--- src/hw/trim_bank_pkg.sv ---
// trim bank package: register offsets, field layout and reset values
// assumes byte-wide register port, 15-bit byte addresses
`default_nettype none
package trim_bank_pkg;

   // register byte offsets; 16-bit registers take two bytes, low byte first
   localparam logic [14:0] CORE3_IND_OFFSET_TRIM_ADDR    = 15'h033A;
   localparam logic [14:0] CORE4_OFFSET_TRIM_ADDR        = 15'h033C;
   localparam logic [14:0] CORE5_OFFSET_TRIM_ADDR        = 15'h033E;
   localparam logic [14:0] CORE0_FINE_GAIN_TRIM_ADDR     = 15'h0360;
   localparam logic [14:0] CORE1_FINE_GAIN_TRIM_ADDR     = 15'h0361;
   localparam logic [14:0] CORE2_INA_FINE_GAIN_TRIM_ADDR = 15'h0362;
   localparam logic [14:0] CORE2_INB_FINE_GAIN_TRIM_ADDR = 15'h0363;
   localparam logic [14:0] CORE3_INC_FINE_GAIN_TRIM_ADDR = 15'h0364;
   localparam logic [14:0] CORE3_IND_FINE_GAIN_TRIM_ADDR = 15'h0365;
   localparam logic [14:0] CORE4_FINE_GAIN_TRIM_ADDR     = 15'h0366;
   localparam logic [14:0] CORE5_FINE_GAIN_TRIM_ADDR     = 15'h0367;

   // storage cells: six offset bytes then eight gain bytes
   localparam int          OFFSET_BYTES = 6;
   localparam int          GAIN_BYTES   = 8;
   localparam int          CELL_COUNT   = 14;

   // field layout
   localparam int          OFFSET_MSB       = 11;
   localparam int          OFFSET_HI_MSB    = 3;
   localparam int          GAIN_MSB         = 4;

   // reset value of every field
   localparam logic [7:0]  TRIM_RESET = 8'h00;

   // serial frame layout
   localparam logic [4:0]  HDR_LAST_BIT  = 5'h0F;
   localparam logic [4:0]  DATA_LAST_BIT = 5'h07;

   typedef enum logic [0:0] {PH_HEADER, PH_DATA} phase_t;

endpackage
`default_nettype wire

--- src/hw/trim_byte_cell.sv ---
// trim_byte_cell: one byte of trim storage with a host write port and a fuse load port
// assumes both write ports are on ref_clk; host write has priority
`timescale 1ns/1ps
`default_nettype none
module trim_byte_cell #(
   parameter logic [7:0] RESET_VALUE = 8'h00
) (
   input  wire logic       ref_clk,
   input  wire logic       rst_n,
   input  wire logic       host_wr,
   input  wire logic [7:0] host_data,
   input  wire logic       fuse_wr,
   input  wire logic [7:0] fuse_data,
   output logic      [7:0] value
);

   logic [7:0] value_reg;
   logic [7:0] value_next;

   // host write wins so software changes made during a late fuse load stick
   assign value_next = host_wr ? host_data : (fuse_wr ? fuse_data : value_reg);
   assign value      = value_reg;

   // whole byte kept, reserved bits too, so readback matches the write
   always_ff @(posedge ref_clk or negedge rst_n) begin
      if (!rst_n) begin
         value_reg <= RESET_VALUE;
      end else begin
         value_reg <= value_next;
      end
   end

endmodule
`default_nettype wire

--- src/hw/trim_bank.sv ---
// trim_bank: offset and fine gain trim registers behind the serial register port
// assumes sclk is slower than ref_clk / 8 so every pin edge is seen after sync
//
// Functional notes
// - core 3 has its own 12-bit offset trim in bits 11:0 used while it samples input D.
// - core 4 has its own 12-bit offset trim in bits 11:0.
// - core 5 has its own 12-bit offset trim in bits 11:0.
// - cores 0, 1, 4 and 5 each have a 5-bit fine gain trim in bits 4:0 of an 8-bit register.
// - core 2 keeps two fine gain trims, one applied for input A and one for input B.
// - core 3 keeps two fine gain trims, one applied for input C and one for input D.
// - the trims reset to zero and take their defaults from the fuse memory load.
// - each 12-bit offset trim is an unsigned number.
`timescale 1ns/1ps
`default_nettype none
module trim_bank (
   input  wire logic        ref_clk,
   input  wire logic        arst_n,
   // serial register port pins
   input  wire logic        sclk,
   input  wire logic        sen_n,
   input  wire logic        sdi,
   output logic             sdo,
   output logic             sdo_oe,
   // fuse memory loader, same clock
   input  wire logic        fuse_wr,
   input  wire logic [14:0] fuse_addr,
   input  wire logic [7:0]  fuse_data,
   // input selection from the datapath, same clock
   input  wire logic        core2_samples_inb,
   input  wire logic        core3_samples_ind,
   // trims to the datapath; static except the core 2 and core 3 applied gains
   output logic      [11:0] core3_ind_offset_value,
   output logic      [11:0] core4_offset_value,
   output logic      [11:0] core5_offset_value,
   output logic      [4:0]  core0_fine_gain_value,
   output logic      [4:0]  core1_fine_gain_value,
   output logic      [4:0]  core2_ina_fine_gain_value,
   output logic      [4:0]  core2_inb_fine_gain_value,
   output logic      [4:0]  core3_inc_fine_gain_value,
   output logic      [4:0]  core3_ind_fine_gain_value,
   output logic      [4:0]  core4_fine_gain_value,
   output logic      [4:0]  core5_fine_gain_value,
   output logic      [4:0]  core2_fine_gain_applied,
   output logic      [4:0]  core3_fine_gain_applied
);

   ////////////////////////////////////////////////////////////////////////////
   // reset release and pin synchronisers

   logic [1:0] rst_sync_reg;
   logic       rst_n;
   logic [1:0] sclk_sync_reg;
   logic [1:0] sen_sync_reg;
   logic [1:0] sdi_sync_reg;
   logic       sclk_prev_reg;

   assign rst_n = rst_sync_reg[1];

   // async assert, release after two edges
   always_ff @(posedge ref_clk or negedge arst_n) begin
      if (!arst_n) begin
         rst_sync_reg <= 2'h0;
      end else begin
         rst_sync_reg <= {rst_sync_reg[0], 1'b1};
      end
   end

   // only the second stage of each chain is read by the logic below
   always_ff @(posedge ref_clk or negedge rst_n) begin
      if (!rst_n) begin
         sclk_sync_reg <= 2'h0;
         sen_sync_reg  <= 2'h3;
         sdi_sync_reg  <= 2'h0;
         sclk_prev_reg <= 1'b0;
      end else begin
         sclk_sync_reg <= {sclk_sync_reg[0], sclk};
         sen_sync_reg  <= {sen_sync_reg[0], sen_n};
         sdi_sync_reg  <= {sdi_sync_reg[0], sdi};
         sclk_prev_reg <= sclk_sync_reg[1];
      end
   end

   logic sclk_rise;
   logic sclk_fall;
   logic frame_on;
   logic sdi_bit;

   assign sclk_rise = sclk_sync_reg[1] & ~sclk_prev_reg;
   assign sclk_fall = ~sclk_sync_reg[1] & sclk_prev_reg;
   assign frame_on  = ~sen_sync_reg[1];
   assign sdi_bit   = sdi_sync_reg[1];

   ////////////////////////////////////////////////////////////////////////////
   // serial frame: read flag, 15-bit address, then bytes with address step

   trim_bank_pkg::phase_t phase_reg;
   trim_bank_pkg::phase_t phase_next;
   logic [4:0]  bit_cnt_reg;
   logic [4:0]  bit_cnt_next;
   logic [14:0] hdr_reg;
   logic [14:0] hdr_next;
   logic [6:0]  rx_reg;
   logic [6:0]  rx_next;
   logic        read_reg;
   logic        read_next;
   logic [14:0] addr_reg;
   logic [14:0] addr_next;
   logic [7:0]  tx_reg;
   logic [7:0]  tx_next;

   logic        hdr_done;
   logic        byte_done;
   logic [14:0] hdr_addr;
   logic [14:0] step_addr;
   logic [14:0] load_addr;
   logic [7:0]  rx_byte;
   logic        host_wr;
   logic [7:0]  rd_byte;

   assign hdr_done  = sclk_rise & (phase_reg == trim_bank_pkg::PH_HEADER)
                    & (bit_cnt_reg == trim_bank_pkg::HDR_LAST_BIT);
   assign byte_done = sclk_rise & (phase_reg == trim_bank_pkg::PH_DATA)
                    & (bit_cnt_reg == trim_bank_pkg::DATA_LAST_BIT);
   assign hdr_addr  = {hdr_reg[13:0], sdi_bit};
   assign step_addr = addr_reg + 15'h0001;
   assign load_addr = hdr_done ? hdr_addr : step_addr;
   assign rx_byte   = {rx_reg, sdi_bit};
   assign host_wr   = frame_on & byte_done & ~read_reg;

   // next-state terms; a deasserted enable abandons any partial byte
   assign phase_next   = !frame_on ? trim_bank_pkg::PH_HEADER :
                         hdr_done  ? trim_bank_pkg::PH_DATA : phase_reg;
   assign bit_cnt_next = !frame_on ? 5'h00 :
                         (hdr_done | byte_done) ? 5'h00 :
                         sclk_rise ? bit_cnt_reg + 5'h01 : bit_cnt_reg;
   assign hdr_next     = (frame_on & sclk_rise & (phase_reg == trim_bank_pkg::PH_HEADER))
                         ? {hdr_reg[13:0], sdi_bit} : hdr_reg;
   assign read_next    = hdr_done ? hdr_reg[14] : read_reg;
   assign rx_next      = (frame_on & sclk_rise & (phase_reg == trim_bank_pkg::PH_DATA))
                         ? rx_byte[6:0] : rx_reg;
   assign addr_next    = hdr_done ? hdr_addr : (byte_done ? step_addr : addr_reg);
   // load fresh read byte at each byte start, shift on later falling edges
   assign tx_next      = (hdr_done | byte_done) ? rd_byte :
                         (sclk_fall & (phase_reg == trim_bank_pkg::PH_DATA)
                          & (bit_cnt_reg != 5'h00)) ? {tx_reg[6:0], 1'b0} : tx_reg;

   logic [7:0] rd_byte_at_load;

   always_ff @(posedge ref_clk or negedge rst_n) begin
      if (!rst_n) begin
         phase_reg   <= trim_bank_pkg::PH_HEADER;
         bit_cnt_reg <= 5'h00;
         hdr_reg     <= 15'h0000;
         rx_reg      <= 7'h00;
         read_reg    <= 1'b0;
         addr_reg    <= 15'h0000;
         tx_reg      <= 8'h00;
      end else begin
         phase_reg   <= phase_next;
         bit_cnt_reg <= bit_cnt_next;
         hdr_reg     <= hdr_next;
         rx_reg      <= rx_next;
         read_reg    <= read_next;
         addr_reg    <= addr_next;
         tx_reg      <= tx_next;
      end
   end

   // pin driven only while a read frame is in its data phase
   assign sdo    = tx_reg[7];
   assign sdo_oe = frame_on & read_reg & (phase_reg == trim_bank_pkg::PH_DATA);

   ////////////////////////////////////////////////////////////////////////////
   // storage cells and address decode

   logic [7:0] cell_value [trim_bank_pkg::CELL_COUNT];
   logic [trim_bank_pkg::CELL_COUNT-1:0] hit_load;

   genvar i;
   generate
      for (i = 0; i < trim_bank_pkg::CELL_COUNT; i++) begin : g_cell
         localparam logic [14:0] CELL_ADDR = (i < trim_bank_pkg::OFFSET_BYTES)
            ? trim_bank_pkg::CORE3_IND_OFFSET_TRIM_ADDR + 15'(i)
            : trim_bank_pkg::CORE0_FINE_GAIN_TRIM_ADDR + 15'(i - trim_bank_pkg::OFFSET_BYTES);
         logic cell_host_wr;
         logic cell_fuse_wr;
         assign cell_host_wr = host_wr & (addr_reg == CELL_ADDR);
         assign cell_fuse_wr = fuse_wr & (fuse_addr == CELL_ADDR);
         assign hit_load[i]  = (load_addr == CELL_ADDR);
         trim_byte_cell #(
            .RESET_VALUE (trim_bank_pkg::TRIM_RESET)
         ) u_cell (
            .ref_clk   (ref_clk),
            .rst_n     (rst_n),
            .host_wr   (cell_host_wr),
            .host_data (rx_byte),
            .fuse_wr   (cell_fuse_wr),
            .fuse_data (fuse_data),
            .value     (cell_value[i])
         );
      end
   endgenerate

   // readback mux; unmapped bytes read zero
   always_comb begin
      rd_byte_at_load = 8'h00;
      for (int k = 0; k < trim_bank_pkg::CELL_COUNT; k++) begin
         if (hit_load[k]) begin
            rd_byte_at_load = cell_value[k];
         end
      end
   end
   assign rd_byte = rd_byte_at_load;

   ////////////////////////////////////////////////////////////////////////////
   // trim fields to the datapath; offsets are plain unsigned, reserved bits dropped

   // reserved bits are stored but never steer the datapath
   assign core3_ind_offset_value = {cell_value[1][trim_bank_pkg::OFFSET_HI_MSB:0],
                                    cell_value[0]};
   assign core4_offset_value     = {cell_value[3][trim_bank_pkg::OFFSET_HI_MSB:0],
                                    cell_value[2]};
   assign core5_offset_value     = {cell_value[5][trim_bank_pkg::OFFSET_HI_MSB:0],
                                    cell_value[4]};

   assign core0_fine_gain_value     = cell_value[6][trim_bank_pkg::GAIN_MSB:0];
   assign core1_fine_gain_value     = cell_value[7][trim_bank_pkg::GAIN_MSB:0];
   assign core2_ina_fine_gain_value = cell_value[8][trim_bank_pkg::GAIN_MSB:0];
   assign core2_inb_fine_gain_value = cell_value[9][trim_bank_pkg::GAIN_MSB:0];
   assign core3_inc_fine_gain_value = cell_value[10][trim_bank_pkg::GAIN_MSB:0];
   assign core3_ind_fine_gain_value = cell_value[11][trim_bank_pkg::GAIN_MSB:0];
   assign core4_fine_gain_value     = cell_value[12][trim_bank_pkg::GAIN_MSB:0];
   assign core5_fine_gain_value     = cell_value[13][trim_bank_pkg::GAIN_MSB:0];

   // per-input gain selection follows the datapath's input choice
   assign core2_fine_gain_applied = core2_samples_inb ? core2_inb_fine_gain_value
                                                      : core2_ina_fine_gain_value;
   assign core3_fine_gain_applied = core3_samples_ind ? core3_ind_fine_gain_value
                                                      : core3_inc_fine_gain_value;

endmodule
`default_nettype wire

--- config.mk ---
export PLATFORM = sky130hd
export DESIGN_NAME = trim_bank
export DESIGN_NICKNAME = d
export VERILOG_FILES = /design/src/hw/trim_bank_pkg.sv /design/src/hw/trim_byte_cell.sv /design/src/hw/trim_bank.sv
export SDC_FILE = /design/constraint.sdc
export NUM_CORES = 1
export LEC_CHECK = 0
export BUFFER_PORTS_ARGS = -buffer_cell sky130_fd_sc_hd__buf_2
export CAP_MARGIN = 20
export CORE_MARGIN = 5
export CORE_UTILIZATION = 25
export DETAILED_ROUTE_END_ITERATION = 8
export PLACE_DENSITY = 0.47
export SLEW_MARGIN = 0
export SYNTH_ARGS = -nofsm -noshare
export SYNTH_HDL_FRONTEND = slang
export SYNTH_HIERARCHICAL = 1
export SYNTH_SLANG_ARGS = --single-unit
--- constraint.sdc ---
create_clock -name ref_clk -period 4.7 [get_ports ref_clk]
set_input_delay 0.47 -clock ref_clk [delete_from_list [all_inputs] [get_ports ref_clk]]
set_output_delay 0.47 -clock ref_clk [all_outputs]
set_load 0.1 [all_outputs]
==> results of run 1 <==
cells in the mapped netlist (5+ instances only):
cell,count
nand2_1,178
dfrtp_1,171
mux2i_1,127
o21ai_1,115
nor2_1,58
mux2_2,40
buf_6,29
a21oi_1,28
nand3_1,28
nor3_1,25
o21ai_0,22
buf_2,16
clkbuf_1,14
a31oi_1,13
and3_1,12
inv_1,12
and2_1,8
ha_1,7
nor4_1,7
o211ai_1,7
xnor2_1,7
o311ai_0,6
a211oi_1,5
a31o_2,5
nand2b_1,5
nor3b_1,5
o221ai_1,5
layout make-up:
| type | instances | area [um2] |
|---|---|---|
| fill | 4249 | 28100 |
| multi-input combinational | 791 | 5120 |
| sequential | 173 | 4340 |
| timing repair buffer | 140 | 774 |
| tap | 525 | 657 |
| clock buffer | 19 | 443 |
| clock inverter | 13 | 154 |
| inverter | 12 | 45.0 |
logic make-up after synthesis:
logic type	Yosys count	synth area share, %
simple gates	360	16.9
compound gates	243	14.7
flops	173	43.4
mux	171	17.9
buf+inv	78	5.43
xor+xnor	9	0.790
fa+ha+maj	7	0.877
other cells	1	0.0376
per-layer routing:
layer / global-route usage [%] / vias to the layer above
li1: - / 3946
met1: 23.0 / 4207
met2: 25.1 / 226
met3: 3.14 / 46
met4: 4.50 / 0
met5: 0 / -
worst max-delay path by stage:
stage	end	slack, ns
2_1_floorplan	tx_reg[6]	1.75
4_1_cts	tx_reg[3]	0.88
5_1_grt	tx_reg[4]	0.60
3_3_place_gp	tx_reg[2]	1.01
6_report	tx_reg[3]	0.92
3_5_place_dp	tx_reg[3]	0.93
what timing repair did:
action	CTS	global route
resized for setup	0	0
endpoints found under the hold margin	2	0
hold buffers	1	0
critical path, stage by stage, from the launching register on:
cell	delay, ns
dfrtp_1	0.42
ha_1	0.24
and3_1	0.17
ha_1	0.18
nand4bb_1	0.66
and2_1	0.44
mux2i_1	0.19
nand3_1	0.31
or3_1	0.58
a211o_1	0.36
a31oi_1	0.16
power groups by stage:
stage          combinational (mW)  clock (mW)  sequential [mW]
2_1_floorplan              0.0520           0             1.61
3_3_place_gp                0.128           0             1.61
3_5_place_dp                0.131           0             1.61
4_1_cts                     0.132        1.52             1.58
5_1_grt                     0.143        1.57             1.59
6_report                    0.129        1.48             1.58
==> run metrics, run 1 <==
outcome complete, no violations; Hold WC Path Type input port to flop; Clock power frac 46.4%; Pins Over Slew Limit 0; Main synth FF type dfrtp_1; vias in the first global route 8589; Total GRT Usage 16.2%; routability cong. 0.878; Worst Setup Slack, final 0.918 ns; antenna violations before repair 0; Pleak 3.88 nW; FF+latch count, synth 173; initial DRC count 706; worst slew pin tran 1.15 ns; syn_nets 1080; Post-synth EDFFs 0; Tmin final 3.78 ns; startpoint types flop; VDD IR-drop max 219 uV; Sequential Power Share 49.5%; Max-Cap Viols 0; Core Util, Final 29.1%; WP data arrival 4.15 ns; Initial Util 25.2%; CP startpoint bit_cnt_reg[0]; Synth top area share 42.9%; Clock Path Buffers 2; # H-tree levels 4; Clock Latency Late Sink 0.45 ns; crit-path max FO 16; worst hold margin 0.136 ns; Cell Int Power 2.39 mW; combinational share of power 4.0%; Setup-failing EPs final 0; via count 8425; Top Ports 119; WL per Instance 21.1 um; power per cell area 276 mW/mm2; # clock sinks 173; Ys Warns 6; Final Power 3.18 mW; Synth Instances 1042; final WL 35400 um; Placement Setup Slack 0.927 ns; Crit Path Class flop to flop; Worst Hold Launch sclk; Post-CTS Setup Bufs 0; clock-pin transition on the worst setup and hold timing paths 0.08 ns; aggregate global routing overflow 0; final count of hold timing violations 0; Synth area leader dfrtp_1; wire length of the first global-routing pass 54900 um; top routing layer used met4; hold-critical path depth 1; relative slew slack 23.0%; setup_tns 0 ns; layout cells sized above 1 20.0%; Post-Synthesis Cell Area 0.00998 mm2; met3 routed WL 1700 um; Die ar. 0.0440 mm2; most common cell after layout, fill and taps aside nand2_1; row cnt 73; FF-to-FF End tx_reg[3]; Req. time, crit path 5.07 ns; Die Y 210 um; ys async rst share 100%; P&R area growth vs syn 15.6%; Final ANT Viol Nets 0; chip width 210 um; skew final 0.0152 ns; M1 wire length 16900 um; CTS tree done; FMAX 264 MHz; CORE AREA 0.0396 mm2; placed cell count 1640; final HPWL from detailed placement 25400 um; sequential area share after synthesis 43.4%; DRC 0; Syn Area/Cell 9.58 um2; total CTS buffers 17; RSZ-0062 raised after global routing no; Period Utilization, post-route 80.5%; R2R cell count 10; metal2 WL 16000 um; crit end category flop; Pre-antenna DRT Iters 5; Antenna Cells 0; number of flip-flops under the largest register name 112; Post-DP Area 0.0109 mm2; Sw Ratio 25.0%; final cell area excluding filler cells 0.0115 mm2; r2r startpoint bit_cnt_reg[0]; hold path endpoint sclk_sync_reg[0]; final std cells w/o fill 1673; clk root buf clkbuf_16; input/output buffers 118; routed vias/inst 5.04; commonest cells after routing, fill and taps aside nand2_1, dfrtp_1, mux2i_1, buf_2, o21ai_1; R2R Setup Slk 0.92 ns; largest net degree at the start of global routing 87; main area contributors after synthesis dfrtp_1, mux2i_1, nand2_1; # nets final 1173; net switching power 0.796 mW; number of distinct library cells after synthesis 73
(Power assumes the default switching activity.)
==> run 2: changes to the inputs <==
Clock period 4.7 ns to 3.3 ns, I/O delays scaled along.
==> run 2 against run 1 <==
First-iteration DRC count grew 12%. Sequential cell count is the same. Hold slack lost 0.0066 ns. Count of clock-buffer cells in the layout shrank 1. Critical endpoint is now tx_reg[2]. Largest cell class unchanged. Largest power group unchanged. Highest routed layer is now met5.
==> run metrics, run 2 (same netlist as run 1, synthesis figures left out) <==
outcome complete, no violations (unchanged); Initial Util 25.2% (unchanged); placed cell count 1686 (was 1640); Setup-failing EPs final 0 (unchanged); # H-tree levels 4 (unchanged); number of flip-flops under the largest register name 112 (unchanged); DRC 0 (unchanged); via count 8653 (was 8425); Filler cells 4237 (was 4249); crit end category flop (unchanged); wire length of the first global-routing pass 54500 um (was 54900 um); M1 wire length 17000 um (was 16900 um); routed vias/inst 5.03 (was 5.04); clock-pin transition on the worst setup and hold timing paths 0.08 ns (about the same); total CTS buffers 17 (unchanged); Pins Over Slew Limit 0 (unchanged); net switching power 1.15 mW (was 0.796 mW); Clock Latency Late Sink 0.45 ns (about the same); startpoint types flop (unchanged); worst slew pin tran 0.925 ns (was 1.15 ns); Final ANT Viol Nets 0 (unchanged); Hold WC Path Type flop to asynchronous set/reset pin (was input port to flop); RSZ-0062 raised after global routing yes (was no); # clock sinks 173 (unchanged); Top Ports 119 (unchanged); CTS tree done (unchanged); CORE AREA 0.0396 mm2 (unchanged); relative slew slack 38.3% (was 23.0%); final HPWL from detailed placement 26400 um (was 25400 um); layout cells sized above 1 23.5% (was 20.0%); Post-CTS Setup Bufs 0 (unchanged); crit-path max FO 10 (was 16); Pleak 4.14 nW (was 3.88 nW); Tmin final 3.14 ns (was 3.78 ns); aggregate global routing overflow 0 (unchanged); VDD IR-drop max 337 uV (was 219 uV); # nets final 1222 (was 1173); slowest cell on the critical path or3_1 (was nand4bb_1); Max-Cap Viols 0 (unchanged); top routing layer used met5 (was met4); Clock power frac 44.7% (was 46.4%); antenna violations before repair 3 (was 0); final count of hold timing violations 0 (unchanged); row cnt 73 (unchanged); top cell family by delay on the critical path simple AND/OR/NAND/NOR gates (unchanged); vias in the first global route 8477 (was 8589); Req. time, crit path 3.67 ns (was 5.07 ns); combinational share of power 4.6% (was 4.0%); final std cells w/o fill 1721 (was 1673); most frequent CP cell ha_1 (unchanged); commonest cells after routing, fill and taps aside nand2_1, dfrtp_1, mux2i_1, buf_2, o21ai_1 (unchanged); Die Y 210 um (unchanged); FMAX 318 MHz (was 264 MHz); largest net degree at the start of global routing 90 (was 87); WP data arrival 3.52 ns (was 4.15 ns); input/output buffers 118 (unchanged); Clock Path Buffers 2 (unchanged); Die ar. 0.0440 mm2 (unchanged); WL per Instance 21.0 um (was 21.1 um); count of buffer and inverter cells on the critical path 1 (was 0); Period Utilization, post-route 95.2% (was 80.5%); worst path cell trace ha_1 > and3_1 > ha_1 > nand4bb_1 > buf_4 > nor2_1 > a31oi_2 > nand4b_4 > or3_1 > a211o_1 > a31oi_1 (was ha_1 > and3_1 > ha_1 > nand4bb_1 > and2_1 > mux2i_1 > nand3_1 > or3_1 > a211o_1 > a31oi_1); chip width 210 um (unchanged); Crit Path Class flop to flop (unchanged); skew final 0.0197 ns (was 0.0152 ns); most common cell after layout, fill and taps aside nand2_1 (unchanged); worst hold margin 0.130 ns (was 0.136 ns); clk root buf clkbuf_16 (unchanged); met3 routed WL 2150 um (was 1700 um); routability cong. 0.890 (was 0.878); Crit path largest cell delay 0.55 ns (was 0.66 ns); final WL 36100 um (was 35400 um); Total GRT Usage 16.1% (was 16.2%); Cell Int Power 3.25 mW (was 2.39 mW); power per cell area 368 mW/mm2 (was 276 mW/mm2); initial DRC count 792 (was 706); metal2 WL 16200 um (was 16000 um); Sw Ratio 26.2% (was 25.0%); Pre-antenna DRT Iters 6 (was 5); Sequential Power Share 50.8% (was 49.5%); P&R area growth vs syn 19.8% (was 15.6%)
## run 2: cell count changes in the layout (fill, tap and decap cells not counted), sizes merged
cell         change
buf             +46
bufinv           -2
clkbuf           -1
clkinv           +1
clkinvlp         -1
diode            +1
dlygate4sd3      +3
inv              +1
## run 2: path summary, 6_finish.rpt
path	cells after the start	slack, ns	endpoint	start
max in group asynchronous	1	2.39	g_cell[13].u_cell/value[0]	rst_sync_reg[1]
setup reg to reg	11	0.16	tx_reg[2]	bit_cnt_reg[1]
setup / recovery	11	0.16	tx_reg[2]	bit_cnt_reg[1]
min in group ref_clk	0	0.35	sdi_sync_reg[1]	sdi_sync_reg[0]
hold reg to reg	0	0.13	sdi_sync_reg[0]	rst_sync_reg[1]
hold / removal	0	0.13	sdi_sync_reg[0]	rst_sync_reg[1]
## run 2: layout make-up
class | instances | area [um2] | share of cell area (%)
clock buffer | 18 | 439 | 3.67
timing repair buffer | 189 | 1220 | 10.2
antenna | 1 | 2.50 | 0.0209
inverter | 12 | 45.0 | 0.377
tap | 525 | 657 | 5.49
sequential | 173 | 4340 | 36.3
clock inverter | 12 | 104 | 0.868
multi-input combinational | 791 | 5150 | 43.1
## run 2: worst reg2reg max path, cell delays in order (launching register included)
cell	delay, ns
dfrtp_1	0.40
ha_1	0.20
and3_1	0.18
ha_1	0.20
nand4bb_1	0.28
buf_4	0.24
nor2_1	0.08
a31oi_2	0.22
nand4b_4	0.22
or3_1	0.56
a211o_1	0.34
a31oi_1	0.17
## run 2: power by group through the flow
stage / clock [mW] / sequential [mW] / combinational (mW)
finish: 1.97 / 2.24 / 0.202
global route: 2.10 / 2.25 / 0.226
CTS: 2.03 / 2.24 / 0.207
detailed placement: 0 / 2.28 / 0.203
global placement: 0 / 2.28 / 0.201
floorplan: 0 / 2.29 / 0.0740
## run 2: metal layers
metal,vias to the layer above,track usage (%)
li1,4060,-
met1,4243,22.7
met2,296,25.1
met3,52,3.26
met4,2,4.75
met5,-,0
## run 2: metrics by stage
stage               total power, mW  instance area (um2)  utilization [%]  setup TNS [ns]  setup slack (ns)
detailed placement             2.48                11300             28.6               0            0.0124
global placement               2.48                11300             28.6               0            0.0911
finish                         4.40                12000             30.2               0             0.157
CTS                            4.47                11900             30.1               0            0.0100
floorplan                      2.36                 9980                -               0             0.353
global route                   4.57                12000             30.2          -0.137           -0.0436
## run 2: repair_timing
action,CTS,global route
hold buffers,4,0
endpoints found under the setup margin,0,6
gates resized for setup,0,8
endpoints found under the hold margin,5,0
